--- config.mk ---
export PLATFORM = sky130hd
export DESIGN_NAME = headset_key_press_detector
export DESIGN_NICKNAME = d
export VERILOG_FILES = /design/src/core/key_detect_pkg.sv /design/src/core/headset_key_press_detector.sv /design/src/core/level_classifier.sv
export SDC_FILE = /design/constraint.sdc
export NUM_CORES = 1
export LEC_CHECK = 0
export ABC_AREA = 1
export BUFFER_PORTS_ARGS = -buffer_cell sky130_fd_sc_hd__buf_2
export CAP_MARGIN = 20
export CORE_ASPECT_RATIO = 1.75
export CORE_MARGIN = 5
export CORE_UTILIZATION = 31
export CTS_CLUSTER_DIAMETER = 40
export DETAILED_ROUTE_END_ITERATION = 10
export SYNTH_ARGS = -nofsm -noshare
export SYNTH_HDL_FRONTEND = slang
export SYNTH_SLANG_ARGS = --single-unit
--- constraint.sdc ---
create_clock -name clock -period 4.9 [get_ports clock]
set_input_delay 0.49 -clock clock [delete_from_list [all_inputs] [get_ports clock]]
set_output_delay 0.49 -clock clock [all_outputs]
set_load 0.01 [all_outputs]
--- src/core/key_detect_pkg.sv ---
// shared constants for the headset key press detector
// assumes a 20 MHz system clock and a sampled microphone-line level code
package key_detect_pkg;
  localparam int CLOCK_HZ = 20000000;
  localparam int LEVEL_WIDTH = 7;
  localparam int KEY_COUNT = 4;
  localparam int OHMS_PER_STEP = 6;
  localparam logic [6:0] THRESHOLD1_RESET = 7'h10;
  localparam logic [6:0] THRESHOLD2_RESET = 7'h18;
  localparam logic [6:0] THRESHOLD3_RESET = 7'h28;
  localparam int PRESS_DEBOUNCE_US = 1000;
  localparam int RELEASE_DEBOUNCE_US = 1000;
  localparam int PRESS_DEBOUNCE_CYCLES = (PRESS_DEBOUNCE_US * (CLOCK_HZ / 1000000));
  localparam int RELEASE_DEBOUNCE_CYCLES = (RELEASE_DEBOUNCE_US * (CLOCK_HZ / 1000000));
  localparam int BIAS_LEVEL_WIDTH = 3;
  localparam logic [2:0] BIAS_LEVEL_RESET = 3'h0;
  localparam logic [7:0] FLAGS_RESET = 8'h00;
  typedef enum logic [1:0] {mic_none_t_v, mic_ring_t_v, mic_sleeve_t_v} mic_location_t;
  typedef enum logic [1:0] {st_idle, st_press_wait, st_held, st_release_wait} detect_state_t;
endpackage

--- src/core/headset_key_press_detector.sv ---
// headset key press detector: debounce, mic location and press/release flags
// assumes the line level is produced by an external converter on another clock
module headset_key_press_detector #(
  parameter int PRESS_CYCLES = key_detect_pkg::PRESS_DEBOUNCE_CYCLES,
  parameter int RELEASE_CYCLES = key_detect_pkg::RELEASE_DEBOUNCE_CYCLES
) (
  input wire logic clock,
  input wire logic reset,
  input wire logic key_detect_enable,
  input wire logic manual_route_override,
  input wire logic ring_bias_switch,
  input wire logic sleeve_bias_switch,
  input wire logic ring_ground_switch,
  input wire logic sleeve_ground_switch,
  input wire logic accessory_removed,
  input wire logic [2:0] microphone_bias_level,
  input wire logic [6:0] press_threshold,
  input wire logic [6:0] key_boundary_threshold1,
  input wire logic [6:0] key_boundary_threshold2,
  input wire logic [6:0] key_boundary_threshold3,
  input wire logic threshold_write,
  input wire logic [6:0] ring_level,
  input wire logic [6:0] sleeve_level,
  input wire logic flags_read,
  output logic [7:0] key_flags,
  output logic [6:0] boundary1,
  output logic [6:0] boundary2,
  output logic [6:0] boundary3,
  output logic key_interrupt
);
  // ****************************************
  // parameter checks
  // ****************************************
  // the debounce timer is 24 bits wide, so longer counts cannot be served
  if (PRESS_CYCLES < 1 || RELEASE_CYCLES < 1 || PRESS_CYCLES > 16777215 ||
      RELEASE_CYCLES > 16777215)
  begin
    $error("debounce counts out of range");
  end

  // ****************************************
  // input synchronisers
  // ****************************************
  logic [6:0] ring_meta;
  logic [6:0] ring_sync;
  logic [6:0] sleeve_meta;
  logic [6:0] sleeve_sync;
  always_ff @(posedge clock)
  begin
    if (reset)
    begin
      ring_meta <= 7'h7F;
      ring_sync <= 7'h7F;
      sleeve_meta <= 7'h7F;
      sleeve_sync <= 7'h7F;
    end
    else
    begin
      ring_meta <= ring_level;
      ring_sync <= ring_meta;
      sleeve_meta <= sleeve_level;
      sleeve_sync <= sleeve_meta;
    end
  end

  // ****************************************
  // thresholds
  // ****************************************
  always_ff @(posedge clock)
  begin
    if (reset)
    begin
      boundary1 <= key_detect_pkg::THRESHOLD1_RESET;
      boundary2 <= key_detect_pkg::THRESHOLD2_RESET;
      boundary3 <= key_detect_pkg::THRESHOLD3_RESET;
    end
    else if (threshold_write)
    begin
      boundary1 <= key_boundary_threshold1;
      boundary2 <= key_boundary_threshold2;
      boundary3 <= key_boundary_threshold3;
    end
  end

  // level codes count six-ohm steps at the nominal bias; the bias setting
  // shifts the line code down so a higher bias reads the same resistance
  function automatic logic [6:0] scale_level(input logic [6:0] raw, input logic [2:0] bias);
    logic [7:0] adj;
    adj = {1'b0, raw};
    if (adj > {5'h00, bias})
      adj = adj - {5'h00, bias};
    else
      adj = 8'h00;
    return adj[6:0];
  endfunction

  // ****************************************
  // mic location
  // ****************************************
  key_detect_pkg::mic_location_t mic_location;
  always_comb
  begin
    if (!manual_route_override)
      mic_location = sleeve_bias_switch ? key_detect_pkg::mic_sleeve_t_v
                                        : key_detect_pkg::mic_ring_t_v;
    else if (ring_bias_switch && !sleeve_bias_switch && !ring_ground_switch &&
             sleeve_ground_switch)
      mic_location = key_detect_pkg::mic_ring_t_v;
    else if (!ring_bias_switch && sleeve_bias_switch && ring_ground_switch &&
             !sleeve_ground_switch)
      mic_location = key_detect_pkg::mic_sleeve_t_v;
    else
      mic_location = key_detect_pkg::mic_none_t_v;
  end

  logic [6:0] line_level;
  always_comb
  begin
    line_level = (mic_location == key_detect_pkg::mic_ring_t_v) ? ring_sync : sleeve_sync;
    line_level = scale_level(line_level, microphone_bias_level);
  end

  logic line_low;
  assign line_low = (line_level < press_threshold);

  logic [1:0] key_now;
  level_classifier #(.WIDTH(7)) classify (
    .level(line_level),
    .threshold1(boundary1),
    .threshold2(boundary2),
    .threshold3(boundary3),
    .key_index(key_now)
  );

  // ****************************************
  // debounce state machine
  // ****************************************
  logic active;
  assign active = key_detect_enable && !accessory_removed &&
                  (mic_location != key_detect_pkg::mic_none_t_v);

  key_detect_pkg::detect_state_t state;
  logic [23:0] timer;
  logic [1:0] held_key;
  logic press_event;
  logic release_event;
  assign press_event = (state == key_detect_pkg::st_press_wait) && line_low &&
                       (timer >= 24'(PRESS_CYCLES));
  assign release_event = (state == key_detect_pkg::st_release_wait) && !line_low &&
                         (timer >= 24'(RELEASE_CYCLES));

  always_ff @(posedge clock)
  begin
    if (reset || !active)
    begin
      state <= key_detect_pkg::st_idle;
      timer <= 24'h000000;
      held_key <= 2'h0;
    end
    else
    begin
      unique case (state)
        key_detect_pkg::st_idle:
        begin
          timer <= 24'h000001;
          if (line_low)
            state <= key_detect_pkg::st_press_wait;
        end
        key_detect_pkg::st_press_wait:
        begin
          timer <= timer + 24'h000001;
          if (!line_low)
            state <= key_detect_pkg::st_idle;
          else if (press_event)
          begin
            state <= key_detect_pkg::st_held;
            held_key <= key_now;
          end
        end
        key_detect_pkg::st_held:
        begin
          timer <= 24'h000001;
          if (!line_low)
            state <= key_detect_pkg::st_release_wait;
        end
        key_detect_pkg::st_release_wait:
        begin
          timer <= timer + 24'h000001;
          if (line_low)
            state <= key_detect_pkg::st_held;
          else if (release_event)
            state <= key_detect_pkg::st_idle;
        end
      endcase
    end
  end

  // ****************************************
  // flags and interrupt
  // ****************************************
  // bits 3:0 press flags, bits 7:4 release flags
  logic [7:0] next_flags;
  always_comb
  begin
    next_flags = flags_read ? 8'h00 : key_flags;
    // events win over a read in the same cycle so nothing is lost
    if (press_event)
    begin
      next_flags[key_now] = 1'b1;
      next_flags[4 + key_now] = 1'b0;
    end
    if (release_event)
      next_flags[4 + held_key] = 1'b1;
  end

  always_ff @(posedge clock)
  begin
    if (reset || !key_detect_enable || accessory_removed)
      key_flags <= key_detect_pkg::FLAGS_RESET;
    else
      key_flags <= next_flags;
  end

  always_ff @(posedge clock)
  begin
    if (reset || !key_detect_enable || accessory_removed)
      key_interrupt <= 1'b0;
    else
      key_interrupt <= (next_flags != 8'h00);
  end
endmodule

--- src/core/level_classifier.sv ---
// classifies a microphone-line level into a key number
// assumes the level code and thresholds are in the same scaled units
module level_classifier #(
  parameter int WIDTH = 7
) (
  input wire logic [WIDTH-1:0] level,
  input wire logic [WIDTH-1:0] threshold1,
  input wire logic [WIDTH-1:0] threshold2,
  input wire logic [WIDTH-1:0] threshold3,
  output logic [1:0] key_index
);
  // boundaries are only meaningful when strictly ascending
  always_comb
  begin
    if (level < threshold1)
      key_index = 2'h0;
    else if (level < threshold2)
      key_index = 2'h1;
    else if (level < threshold3)
      key_index = 2'h2;
    else
      key_index = 2'h3;
  end
endmodule

# ---- After elaboration in Yosys (flattened, before gate mapping)
# Index checks and enable logic that the tools add are counted.
dict set report word_totals {
  regBits 86
  inputBits 56
}
dict set report classes {
  n_bitwise 4
  n_reduce_logical 33
  n_addsub 4
  eq_ne 8
  n_lt_le_gt_ge 12
  mux 26
}
# cell count
set ops {}
lappend ops {{case mux 24 bit (2 select lines)} 1}
lappend ops {{less-than comparator 7 bit} 4}
lappend ops {{adder 24 x 1 -> 24 bit (second input constant)} 1}
lappend ops {{>= comparator 24 x 15 -> 1 bit (second input constant)} 1}
lappend ops {{two-way mux 2 bit} 12}
lappend ops {{two-way mux 8 bit} 3}
lappend ops {{logical AND 1 bit} 15}
lappend ops {{two-way mux 7 bit} 2}
lappend ops {{adder 3 x 2 -> 4 bit (first input constant)} 2}
lappend ops {{bitwise AND 8 bit} 1}
lappend ops {{>= comparator 4 x 1 -> 1 bit (second input constant)} 2}
lappend ops {{zero test 1 bit} 8}
lappend ops {{less-than comparator 4 bit (second input constant)} 2}
lappend ops {{NOT 8 bit} 1}
lappend ops {{OR 8 x 4 -> 8 bit} 1}
lappend ops {{OR 8 bit} 1}
lappend ops {{case mux 2 bit (4 select lines)} 1}
lappend ops {{nonzero test 8 bit} 1}
lappend ops {{greater-than comparator 7 x 3 -> 1 bit} 1}
lappend ops {{subtractor 7 x 3 -> 7 bit} 1}
lappend ops {{demux 1 bit (select 3 bit)} 2}
lappend ops {{!= test 3 bit (second input constant)} 2}
lappend ops {{== test 2 x 1 -> 1 bit (second input constant)} 2}
lappend ops {{== test 2 bit (second input constant)} 2}
lappend ops {{11 further kinds} 18}

# ---- Depth between registers and ports, before layout
# Gate-level depths: netlist (run 1).
dict set report depth {
  word_depth 26
  depth_mapped 32
}

# ---- By module
# A second synthesis (run 1) with hierarchy kept.
dict set report hier_totals {
  hier_cells 587
  area_unflattened_um2 4350.4
}
# mod area_each_um2 seq_area_each_um2 cells_per_inst n_inst
set by_module_without_submodules {}
lappend by_module_without_submodules {headset_key_press_detector 3824.9 1721.7 496 1}
lappend by_module_without_submodules {level_classifier 525.5 0.0 91 1}

# ---- Least setup slack after synthesis (run 1)
# Ideal clock, no wire load.
dict set report synth_path {
  path_kind {input port to flip-flop}
  startpoint {input ring_ground_switch}
  endpoint {register key_interrupt}
  path_buffers 2
  stages 31
  setup_slack_ps 1092
  t_required_ps 4791
  arrival_ps 3700
  cell_sequence {inv_1 > nand3_2 > nand2_4 > nand2_4 > buf_6 > mux2_2 > ha_1 > a21oi_1 > nand2_1 > nand2_1 > nand3_1 > nor2_4 > nand2_4 > buf_6 > o21ai_0 > a21oi_1 > ha_1 > a21boi_0 > nand2_1 > nand2_1 > nand2_1 > nand2_2 > inv_1 > nor2_2 > nand2_1 > nand2_1 > nand2_1 > nor2_1 > nand3_1 > nand2_1 > inv_1}
}
dict set report synth_between {
  elab_chain_len 24
  elab_cells_between_ends 43
  cone_classes {2 x add/sub; 9 x order compare; 1 x eq/ne; 14 x mux; 4 x bitwise; 13 x reduce/logical}
}
# item line_no
set synth_rtl {}
lappend synth_rtl {{start: declaration} headset_key_press_detector.sv:13} ;# input wire logic ring_ground_switch,
lappend synth_rtl {{logical AND 1 bit / zero test 1 bit (equally long branches)} {headset_key_press_detector.sv:109, headset_key_press_detector.sv:106}}
lappend synth_rtl {{logical AND 1 bit, on equally long branches} {headset_key_press_detector.sv:109, headset_key_press_detector.sv:106}}
lappend synth_rtl {{two-way mux 2 bit / logical AND 1 bit (equally long branches)} {headset_key_press_detector.sv:109, headset_key_press_detector.sv:106}}
lappend synth_rtl {{two-way mux 2 bit (*)} headset_key_press_detector.sv:106} ;# else if (ring_bias_switch && !sleeve_bias_switch && !ring_ground_switch &&
lappend synth_rtl {{two-way mux 2 bit (*)} headset_key_press_detector.sv:103} ;# if (!manual_route_override)
lappend synth_rtl {{== test 2 x 1 -> 1 bit (*)} headset_key_press_detector.sv:119} ;# line_level = (mic_location == key_detect_pkg::mic_ring_t_v) ? ring_sync : sleeve_sync;
lappend synth_rtl {{two-way mux 7 bit (*)} headset_key_press_detector.sv:119}
lappend synth_rtl {{subtractor 7 x 3 -> 7 bit / greater-than comparator 7 x 3 -> 1 bit (equally long branches)} {headset_key_press_detector.sv:91, headset_key_press_detector.sv:90}}
lappend synth_rtl {{[8 not listed]} --}
lappend synth_rtl {{two-way mux 1 bit (not written as such)} headset_key_press_detector.sv:210} ;# next_flags[4 + key_now] = 1'b0;
lappend synth_rtl {{demux 1 bit (select 3 bit)} headset_key_press_detector.sv:210}
lappend synth_rtl {{NOT 8 bit (no line)} --}
lappend synth_rtl {{bitwise AND 8 bit (no line)} --}
lappend synth_rtl {{two-way mux 8 bit} headset_key_press_detector.sv:207} ;# if (press_event)
lappend synth_rtl {{OR 8 bit (no line)} --}
lappend synth_rtl {{two-way mux 8 bit (*)} headset_key_press_detector.sv:212} ;# if (release_event)
lappend synth_rtl {{nonzero test 8 bit (*)} headset_key_press_detector.sv:229} ;# key_interrupt <= (next_flags != 8'h00);
lappend synth_rtl {{end signal: assignment} headset_key_press_detector.sv:229}
lappend synth_rtl {{end: declaration} headset_key_press_detector.sv:29} ;# output logic key_interrupt
# Every way passes the cells marked *; elsewhere a longest branch is shown, timed or not.
# A chain may end at the register's enable or synchronous reset.

# ---- Worst setup path in the final report (run 1)
dict set report layout_path {
  startpoint {input sleeve_ground_switch}
  endpoint {register key_interrupt}
}
dict set report layout_between {
  elab_chain_len 24
  elab_cells_between_ends 41
  cone_classes {2 x add/sub; 9 x order compare; 1 x eq/ne; 14 x mux; 4 x bitwise; 11 x reduce/logical}
}
# item line_no
set layout_rtl {}
lappend layout_rtl {{start: declaration} headset_key_press_detector.sv:14} ;# input wire logic sleeve_ground_switch,
lappend layout_rtl {{zero test 1 bit} headset_key_press_detector.sv:110} ;# !sleeve_ground_switch)
lappend layout_rtl {{logical AND 1 bit} headset_key_press_detector.sv:109} ;# else if (!ring_bias_switch && sleeve_bias_switch && ring_ground_switch &&
lappend layout_rtl {{two-way mux 2 bit} headset_key_press_detector.sv:109}
lappend layout_rtl {{two-way mux 2 bit (*)} headset_key_press_detector.sv:106}
lappend layout_rtl {{two-way mux 2 bit (*)} headset_key_press_detector.sv:103}
lappend layout_rtl {{== test 2 x 1 -> 1 bit (*)} headset_key_press_detector.sv:119}
lappend layout_rtl {{two-way mux 7 bit (*)} headset_key_press_detector.sv:119}
lappend layout_rtl {{subtractor 7 x 3 -> 7 bit / greater-than comparator 7 x 3 -> 1 bit (equally long branches)} {headset_key_press_detector.sv:91, headset_key_press_detector.sv:90}}
lappend layout_rtl {{[8 not listed]} --}
lappend layout_rtl {{two-way mux 1 bit (not written as such)} headset_key_press_detector.sv:210}
lappend layout_rtl {{demux 1 bit (select 3 bit)} headset_key_press_detector.sv:210}
lappend layout_rtl {{NOT 8 bit (no line)} --}
lappend layout_rtl {{bitwise AND 8 bit (no line)} --}
lappend layout_rtl {{two-way mux 8 bit} headset_key_press_detector.sv:207}
lappend layout_rtl {{OR 8 bit (no line)} --}
lappend layout_rtl {{two-way mux 8 bit (*)} headset_key_press_detector.sv:212}
lappend layout_rtl {{nonzero test 8 bit (*)} headset_key_press_detector.sv:229}
# Marks and branches as above.

==> impl_metrics.tcl, run 1 <==
set metrics [dict create \
    status "finished, final reports clean" \
    crit_path_max_fanout 17 \
    p_leak_nw 2.488 \
    synth_top_family_by_area "simple AND/OR/NAND/NOR gates" \
    crit_required_ns 5.14 \
    synth_nets 682 \
    vias 4009 \
    place_hpwl_um 8906 \
    diodes 0 \
    grt_antenna_before_repair 0 \
    pre_cts_ws_ns 0.4784 \
    multi_input_area_sq_um 2241 \
    hold_class "primary input to flop" \
    fillers 1499 \
    postLayoutCoreUtil_pct 38.22 \
    syn_area_sq_um 4407 \
    drt-total-wl_um 10980 \
    grt_overflow 0 \
    max-vdd-ir-drop_v 0.0001430 \
    synth_flop_cell "dfxtp_1" \
    async_reset_ff_share_pct 0 \
    post-cts-setup-buffers 0 \
    nNetsFinal 768 \
    grt_max_degree 36 \
    met1_length_um 4048 \
    start_kind "primary input" \
    pin_count 86 \
    cts_buffers 9 \
    synth_top_area_cell "dfxtp_1" \
    fin_ws_ns 0.8857 \
    drt_iter0_drc 143 \
    ys_warn_count 0 \
    drc 0 \
    rsz0062_at_grt "no" \
    synth_xor_area_share_pct 0.5963 \
    grt_pass1_wl_um 18130 \
    synth_edf_count 0 \
    syn_area_per_cell_sq_um 7.236 \
    synthTopCellsByArea "dfxtp_1, nand2_1, inv_1" \
    drive_above_1_share_pct 24.14 \
    critical_path.max_stage_delay_ns 0.43 \
    area.growth.synth_to_final_pct 20.61 \
    yosys.area_share.adder_pct 4.997 \
    max_freq_mhz 249.1 \
    port_buffers 85 \
    ys_seq_elements 86 \
    synth-compound-area-share_pct 11.75 \
    slew_violations 0 \
    crit_top_cell "nand2_1" \
    cts_tree "built" \
    crit_type "primary input to flop" \
    grt_pass1_vias 4000 \
    synthSimpleGateAreaFrac_pct 33.02 \
    finClkSkew_ns 0.01426 \
    final-seq-area_sq_um 1722 \
    postCtsResizedCells 0 \
    cts_sinks 86 \
    grt.total_usage_pct 13.64 \
    period_share_pct 81.92 \
    yosysMostFrequentCell "nand2_1" \
    cts_hold_buf 0 \
    setup_viol 0 \
    rows 57 \
    relSlewSlack_pct 56.73 \
    critPathCaptureType "flop" \
    p_per_area_nw_per_um2 319.8 \
    clk_pin_slew_ns 0.07 \
    syn_inst 609 \
    seq_area_frac_synth_pct 39.07 \
    ant_nets 0 \
    period_needed_ns 4.014 \
    worst_slew_pin_slew_ns 0.6451 \
    start_util_pct 31.69 \
    htreeDepth 3 \
    clockBufferDepth 2 \
    yosysUniqueCellTypes 41 \
    routedWlPerCell_um 12.52 \
    critPathArrivalTime_ns 4.26 \
    gp_congestion 0.8515 \
    wl_met3_um 404 \
    cp_slowest_cell "a21oi_1" \
    maxCapViolations 0 \
    synthMuxAreaShare_pct 0.4827 \
    die_y_um 167.7 \
    clock_latency_ns 0.35 \
    wl_met2_um 6239 \
    fin_tns_setup_ns 0 \
    synth_top_area_share_pct 39.07 \
    viasPerCell 4.571 \
    hold_viol_final 0 \
    synth_common_cells "nand2_1, inv_1, dfxtp_1" \
    top_layer "met4" \
    first_pass_iters 4 \
    clock_tree.root_cell "clkbuf_16" \
    design.core.area_sq_um 13910 \
    die_area_sq_um 16790 \
    die_width_um 100.1 \
]
-- layer usage --
metal  GRT usage (%)  vias to the layer above
met4           6.452                        0
met2           26.69                       60
li1                -                     2127
met1           13.29                     1804
met3           2.331                       18
met5               0                        -
-- flip-flops by register name, indices dropped and copies added, names as in the netlist, named ones only --
register       count
timer             24
key_flags          8
boundary1          7
boundary2          7
boundary3          7
ring_meta          7
ring_sync          7
sleeve_meta        7
sleeve_sync        7
held_key           2
key_interrupt      1
state              1
-- power breakdown --
group	leakage [nW]	total, mW	switching [mW]	internal [mW]
clock network	0.153	0.717	0.310	0.407
logic	1.63	0.249	0.153	0.0957
registers	0.705	0.734	0.0121	0.722
total	2.49	1.70	0.475	1.22
-- final timing paths --
| path | startpoint | to | slack (ns) | cells past startpoint |
|---|---|---|---|---|
| setup / recovery | sleeve_ground_switch | key_interrupt$_SDFF_PP0_ | 0.89 | 29 |
| hold / removal | ring_level[5] | ring_meta[5]$_SDFF_PP1_ | 0.32 | 2 |
| setup reg to reg | ring_sync[2]$_SDFF_PP1_ | key_interrupt$_SDFF_PP0_ | 1.26 | 25 |
| hold reg to reg | ring_meta[2]$_SDFF_PP1_ | ring_sync[2]$_SDFF_PP1_ | 0.40 | 1 |
-- metrics by stage --
stage	total power [mW]	hold slack, ns	area, sq um	instances
after floorplan	0.9199	0.3895	4407	609
after global placement	0.9994	0.3913	5005	861
after detailed placement	1.001	0.3933	5005	861
after CTS	1.722	0.3122	5315	877
after global routing	1.790	0.3148	5315	877
final	1.700	0.3220	5315	877
-- area by class of cell --
type | instances | area share, %
Tap cell | 177 | 4.167
Sequential cell | 86 | 32.39
Multi-Input combinational cell | 409 | 42.16
Timing Repair Buffer | 86 | 8.145
Clock buffer | 9 | 4.237
Inverter | 103 | 7.298
Clock inverter | 7 | 1.601
-- worst max-delay path: cells and delay by family --
family / cells / cell delay [ns]
compound gates: 3 / 0.58
fa+ha+maj: 2 / 0.67
buf+inv: 3 / 0.20
mux: 1 / 0.35
simple gates: 20 / 1.92
-- placed cells by master (no fill, tap or decap), types with 4 or more instances in the layout --
| cell type | count |
|---|---|
| nand2_1 | 105 |
| inv_1 | 98 |
| dfxtp_1 | 86 |
| buf_2 | 85 |
| nor2_1 | 52 |
| a21oi_1 | 49 |
| nand3_1 | 41 |
| o21ai_0 | 31 |
| or2_2 | 30 |
| ha_1 | 16 |
| nor3_1 | 13 |
| nand4_1 | 12 |
| clkbuf_16 | 9 |
| nand2_2 | 8 |
| nand2_4 | 7 |
| nor2_2 | 7 |
| nand3_2 | 6 |
| inv_6 | 4 |
-- logic make-up after synthesis --
| kind of cell | Yosys count |
|---|---|
| xor gates and xnor gates | 3 |
| adders and majority gates | 17 |
| DFF | 86 |
| AOI/OAI and AO/OA | 96 |
| and+or+nand+nor | 291 |
| muxes | 2 |
| buffers and inverters | 114 |
No activity file was read; power rests on OpenSTA's default activity.
==> run 2, diff against run 1 <==
--- a/config.mk
+++ b/config.mk
@@ -5,7 +5,7 @@
 export SDC_FILE = /design/constraint.sdc
 export NUM_CORES = 1
 export LEC_CHECK = 0
-export ABC_AREA = 1
+export ABC_AREA = 0
 export BUFFER_PORTS_ARGS = -buffer_cell sky130_fd_sc_hd__buf_2
 export CAP_MARGIN = 20
 export CORE_ASPECT_RATIO = 1.75
==> constraint.sdc (replaced) <==
create_clock -name clock -period 3.4 [get_ports clock]
set_input_delay 0.34 -clock clock [delete_from_list [all_inputs] [get_ports clock]]
set_output_delay 0.34 -clock clock [all_outputs]
set_load 0.01 [all_outputs]
==> run 2 against run 1 <==
  * Sequential power rose by 44%
  * Via count fell by 6.5%
  * Synthesized area fell by 8.0%
  * Die area fell by 7.3%
  * Global-route usage rose by 1.3 points
  * Register-to-register slack got worse by 1.5 ns
  * The run now ends with negative setup slack left
  * Flip-flop and latch count did not move
  * Design area rose by 6.8%
  * Clock skew fell by 0.0085 ns
  * Worst hold slack got worse by 0.14 ns
  * Largest cell class unchanged
  * Combinational power rose by 56%
  * Critical path depth fell by 10
  * Critical path type unchanged
==> impl_metrics.tcl, run 2 <==
set metrics [dict create \
    slew_violations 0 \
    grt_overflow 0 \
    min_from "ring_level[5]" \
    seqPwrFrac_pct 42.0 \
    seq_area_frac_synth_pct 42.44 \
    clock_latency_ns 0.34 \
    power_frac_comb_pct 15.4 \
    diodes 0 \
    ys_seq_elements 86 \
    pin_count 86 \
    gp_congestion 0.9042 \
    largest_reg_flops 24 \
    hold_class "primary input to flop" \
    critPathCaptureType "flop" \
    grt.total_usage_pct 14.98 \
    grt_antenna_before_repair 0 \
    cp_slowest_cell "or4b_4" \
    cts_buffers 9 \
    syn_area_per_cell_sq_um 8.955 \
    status "finished with violations" \
    max-vdd-ir-drop_v 0.0002741 \
    finClkSkew_ns 0.005792 \
    vias 3748 \
    critPathArrivalTime_ns 4.14 \
    synth_top_area_share_pct 42.44 \
    critical_path.max_stage_delay_ns 0.53 \
    viasPerCell 4.836 \
    syn_inst 453 \
    ant_nets 0 \
    dpl.cell_count 751 \
    p_int_mw 1.911 \
    cts_tree "built" \
    p_total_mw 2.521 \
    start_kind "primary input" \
    setup_viol 12 \
    final_cell_mix "dfxtp_1, buf_2, buf_4" \
    largest-register "timer" \
    drive_above_1_share_pct 39.40 \
    drc 0 \
    rsz0062_at_grt "yes" \
    p_per_area_nw_per_um2 443.9 \
    mostFrequentLayoutCell "dfxtp_1" \
    first_pass_iters 4 \
    synth_edf_count 0 \
    period_share_pct 114.8 \
    htreeDepth 3 \
    async_reset_ff_share_pct 0 \
    drt_iter0_drc 146 \
    grt_max_degree 46 \
    syn_area_sq_um 4056 \
    stdcell_count 775 \
    ys_warn_count 0 \
    worstReg2RegStart "sleeve_sync[0]$_SDFF_PP1_" \
    top_regs "timer: 24 flops, key_flags: 8 flops" \
    rows 55 \
    routedWlPerCell_um 14.45 \
    area.growth.synth_to_final_pct 39.98 \
    place_hpwl_um 9009 \
    clockBufferDepth 2 \
    startpoint "ring_ground_switch" \
    final_area_sq_um 5678 \
    design.core.area_sq_um 12870 \
    worst_slew_pin_slew_ns 0.8407 \
    drt-total-wl_um 11200 \
    crit_buf_inv 4 \
    cts_sinks 86 \
    fin_tns_setup_ns -3.138 \
    switchingPower_mw 0.6091 \
    start_util_pct 31.52 \
    yosysUniqueCellTypes 56 \
    maxCapViolations 0 \
    port_buffers 85 \
    nNetsFinal 672 \
    wl_met3_um 493 \
    period_needed_ns 3.905 \
    place_area_sq_um 5146 \
    die_area_sq_um 15560 \
    relSlewSlack_pct 43.36 \
    crit_type "primary input to flop" \
    synth_top_area_cell "dfxtp_1" \
    crit_chain "buf_6, and4bb_4, or2_4, mux2i_2, ha_2, fa_2, nor2b_1, buf_4, buf_4, buf_6, nor3_4, ha_1, a2111oi_0, a311o_1, a211oi_2, o221ai_2, and2_4, or4b_4, a32o_1" \
    grt_pass1_wl_um 18020 \
    violations "negative setup slack" \
    sw_frac_of_total_pct 24.17 \
    synth_common_cells "dfxtp_1, nor2_1, inv_1, nand2_1, or2_2" \
    die_y_um 161.3 \
    fin_ws_ns -0.5048 \
    p_leak_nw 2.400 \
    clock_tree.root_cell "clkbuf_16" \
    hold_viol_final 0 \
    clk_pin_slew_ns 0.06 \
    yosysMostFrequentCell "dfxtp_1" \
    top_layer "met4" \
    crit_required_ns 3.63 \
    synth_nets 526 \
    clkPwrFrac_pct 42.6 \
    max_freq_mhz 256.1 \
    die_width_um 96.47 \
    synth_flop_cell "dfxtp_1" \
    wl_met2_um 6354 \
    met1_length_um 3930 \
    critPathTopFamily "simple AND/OR/NAND/NOR gates" \
    synthTopCellsByArea "dfxtp_1, nor2_1, ha_1" \
    crit_path_max_fanout 7 \
    grt_pass1_vias 3915 \
]
==> run 2: final timing paths <==
| path | to | slack [ns] | depth (start not counted) |
|---|---|---|---|
| setup reg to reg | key_flags[6]$_SDFF_PP0_ | -0.25 | 18 |
| hold / removal | ring_meta[5]$_SDFF_PP1_ | 0.18 | 2 |
| hold reg to reg | ring_sync[3]$_SDFF_PP1_ | 0.41 | 1 |
| setup / recovery | key_flags[6]$_SDFF_PP0_ | -0.50 | 19 |
==> run 2: cell type report <==
type | count | area [sq um]
tap | 171 | 214.0
sequential | 86 | 1722
inverter | 30 | 112.6
clock inverter | 6 | 91.34
multi-input combinational | 325 | 2379
fill | 1251 | 7191
clock buffer | 10 | 239.0
timing repair buffer | 147 | 920.9
==> run 2: kinds of logic after synthesis <==
kind of cell	after synthesis	share of synthesized area (%)
buffers and inverters	42	4.072
multiplexers	21	5.274
AO/OA/AOI/OAI	67	12.37
XOR/XNOR	27	5.830
AND/OR/NAND/NOR	191	24.09
adder cells (fa/ha/maj)	19	5.922
flip-flops	86	42.44
==> run 2: per-layer routing <==
| metal | global-route usage (%) | vias up |
|---|---|---|
| li1 | - | 1869 |
| met4 | 6.897 | 0 |
| met2 | 28.68 | 93 |
| met5 | 0 | - |
| met1 | 14.79 | 1752 |
| met3 | 2.889 | 34 |
==> run 2: timing repair <==
action / 4_1_cts / 5_1_grt
hold endpoints to repair: 0 / 0
setup endpoints to repair: 12 / 13
setup buffers: 7 / 3
pin swaps: 7 / 12
resized for setup: 12 / 19
cloned: 0 / 0
hold buffers: 0 / 0
==> run 2: metrics by stage <==
| step | hold slack, ns | setup slack (ns) | util, % |
|---|---|---|---|
| finish | 0.1831 | -0.5048 | 44.12 |
| global route | 0.1696 | -0.6228 | 44.12 |
| CTS | 0.1697 | -0.5085 | 43.38 |
| detailed placement | 0.3940 | -0.9153 | 39.99 |
| global placement | 0.3917 | -0.8728 | 39.99 |
| floorplan | 0.3895 | -0.6458 | - |
==> run 2: power by group through the flow <==
stage	Clock (mW)	Sequential (mW)	Combinational (mW)
after floorplan	0	1.09	0.191
after global placement	0	1.08	0.345
after detailed placement	0	1.08	0.351
after CTS	1.10	1.06	0.371
after global routing	1.15	1.06	0.427
final	1.07	1.06	0.389
==> run 3, diff against run 2 <==
--- a/config.mk
+++ b/config.mk
@@ -13,6 +13,7 @@
 export CORE_UTILIZATION = 31
 export CTS_CLUSTER_DIAMETER = 40
 export DETAILED_ROUTE_END_ITERATION = 10
+export GPL_ROUTABILITY_DRIVEN = 1
 export SYNTH_ARGS = -nofsm -noshare
 export SYNTH_HDL_FRONTEND = slang
 export SYNTH_SLANG_ARGS = --single-unit
==> constraint.sdc (replaced) <==
create_clock -name clock -period 3.4 [get_ports clock]
set_input_delay 0.68 -clock clock [delete_from_list [all_inputs] [get_ports clock]]
set_output_delay 0.68 -clock clock [all_outputs]
set_load 0.01 [all_outputs]
==> run 3 against run 2 <==
  * The flow still finishes with violations (negative setup slack)
  * Die area unchanged
  * Worst setup slack lost 0.32 ns
  * Sequential power hardly changed
  * Clock skew increased by 0.00088 ns
  * Critical endpoint unchanged
  * Largest power group unchanged
==> impl_metrics.tcl, run 3 (synthesis gave the netlist of run 2 again) <==
set metrics [dict create \
    crit_type "primary input to flop" \
    cts_buffers 9 \
    cp_slowest_cell "or4b_4" \
    crit_buf_inv 2 \
    viasPerCell 4.815 \
    fin_tns_setup_ns -7.161 \
    die_width_um 96.47 \
    vias 3698 \
    start_util_pct 31.52 \
    critPathCaptureType "flop" \
    hold_class "flop to flop" \
    pin_count 86 \
    finClkSkew_ns 0.006672 \
    maxCapViolations 0 \
    port_buffers 85 \
    drt-total-wl_um 11060 \
    routedWlPerCell_um 14.39 \
    relSlewSlack_pct 49.03 \
    grt_pass1_vias 3813 \
    nNetsFinal 665 \
    drc 0 \
    regToRegSetupSlack_ns -0.25 \
    die_area_sq_um 15560 \
    mostFrequentLayoutCell "dfxtp_1" \
    crit_top_cell "nor2_1" \
    largest_reg_flops 24 \
    p_per_area_nw_per_um2 443.8 \
    p_leak_nw 2.381 \
    clock_latency_ns 0.34 \
    top_regs "timer: 24 flops, key_flags: 8 flops" \
    clk_pin_slew_ns 0.06 \
    grt_pass1_wl_um 17770 \
    htreeDepth 3 \
    crit_path_max_fanout 6 \
    drt_iter0_drc 85 \
    gp_congestion 0.8876 \
    cts_tree "built" \
    setup_viol 13 \
    crit_chain "buf_6, and4bb_4, or2_4, mux2i_4, ha_2, fa_2, nor2b_1, buf_4, nor3_4, xor2_1, nor2_1, a211oi_2, ha_1, nor2b_4, a221oi_2, nor2_1, a311o_1, or4b_4, a32o_1" \
    worstReg2RegStart "sleeve_sync[1]$_SDFF_PP1_" \
    max-vdd-ir-drop_v 0.0002813 \
    die_y_um 161.3 \
    cts_sinks 86 \
    fin_ws_ns -0.8238 \
    period_needed_ns 4.224 \
    grt.total_usage_pct 14.88 \
    whs_path_depth 1 \
    drive_above_1_share_pct 39.53 \
    slew_violations 0 \
    design.core.area_sq_um 12870 \
    hold_viol_final 0 \
    critPathTopFamily "simple AND/OR/NAND/NOR gates" \
    period_share_pct 124.2 \
    largest-register "timer" \
    hold_end "ring_sync[2]$_SDFF_PP1_" \
    rsz0062_at_grt "yes" \
    reg2reg_depth 14 \
    grt_max_degree 26 \
    grt_overflow 0 \
    place_hpwl_um 8870 \
    p_total_mw 2.525 \
    max_freq_mhz 236.8 \
    min_from "ring_meta[2]$_SDFF_PP1_" \
    final_cell_mix "dfxtp_1, buf_2, nor2_1" \
    status "finished with violations" \
    violations "negative setup slack" \
    critPathArrivalTime_ns 4.46 \
    ant_nets 0 \
    worst_slew_pin_slew_ns 0.7627 \
    hold_ws_ns 0.4071 \
    clockBufferDepth 2 \
    first_pass_iters 4 \
    reg2reg_to "key_flags[6]$_SDFF_PP0_" \
    crit_required_ns 3.64 \
    rows 55 \
    clock_tree.root_cell "clkbuf_16" \
    area.growth.synth_to_final_pct 40.25 \
    grt_antenna_before_repair 0 \
    diodes 0 \
    critical_path.max_stage_delay_ns 0.55 \
    start_kind "primary input" \
]
## run 3: final cells by class
class / instances / area [sq um]
Multi-Input combinational cell: 325 / 2436
Tap cell: 171 / 214.0
Clock inverter: 6 / 91.34
Sequential cell: 86 / 1722
Clock buffer: 10 / 239.0
Fill cell: 1242 / 7179
Timing Repair Buffer: 140 / 874.6
Inverter: 30 / 112.6
## run 3: worst max path at each step
stage / start / to / slack (ns) / cells past startpoint
final: ring_bias_switch / key_flags[6]$_SDFF_PP0_ / -0.82 / 19
after global routing: ring_bias_switch / key_flags[6]$_SDFF_PP0_ / -1.03 / 19
after CTS: ring_bias_switch / key_flags[6]$_SDFF_PP0_ / -0.80 / 19
after detailed placement: ring_ground_switch / key_flags[6]$_SDFF_PP0_ / -1.31 / 20
after global placement: ring_ground_switch / key_flags[6]$_SDFF_PP0_ / -1.25 / 19
after floorplan: ring_ground_switch / key_flags[6]$_SDFF_PP0_ / -0.99 / 17
## run 3: worst register-to-register path, delay by kind of cell, from the launching register on
family | cells | cell delay [ns]
AOI/OAI and AO/OA | 7 | 1.35
and+or+nand+nor | 4 | 1.08
adders and majority gates | 2 | 0.49
DFF | 1 | 0.32
muxes | 1 | 0.31
## run 3: report_power, final
part	leakage, nW	switching [mW]	internal, mW
clock network	0.163	0.406	0.668
registers	0.704	0.0210	1.04
logic	1.51	0.187	0.204
total	2.38	0.613	1.91
## run 3: layer usage
| layer | routed length, um | vias up | part of all wire (%) | GRT usage [%] |
|---|---|---|---|---|
| met5 | 0 | - | 0 | 0 |
| met1 | 3971 | 1739 | 36 | 14.35 |
| met4 | 442 | 0 | 4.0 | 7.854 |
| met2 | 6194 | 81 | 56 | 28.18 |
| met3 | 447 | 29 | 4.0 | 3.169 |
| li1 | - | 1849 | - | - |
## run 3: timing repair
item,CTS,global route
gates cloned,0,0
gates resized for setup,28,11
setup buffers,5,3
hold buffers,0,0
setup endpoints to repair,13,13
pin swaps,17,10
## run 3: metrics by stage
stage	area (sq um)	utilization, %	cells	setup WS [ns]
after floorplan	4158	-	453	-0.9858
after global placement	5109	39.70	746	-1.246
after detailed placement	5109	39.70	746	-1.313
after CTS	5617	43.65	766	-0.8029
after global routing	5689	44.21	768	-1.025
final	5689	44.21	768	-0.8238
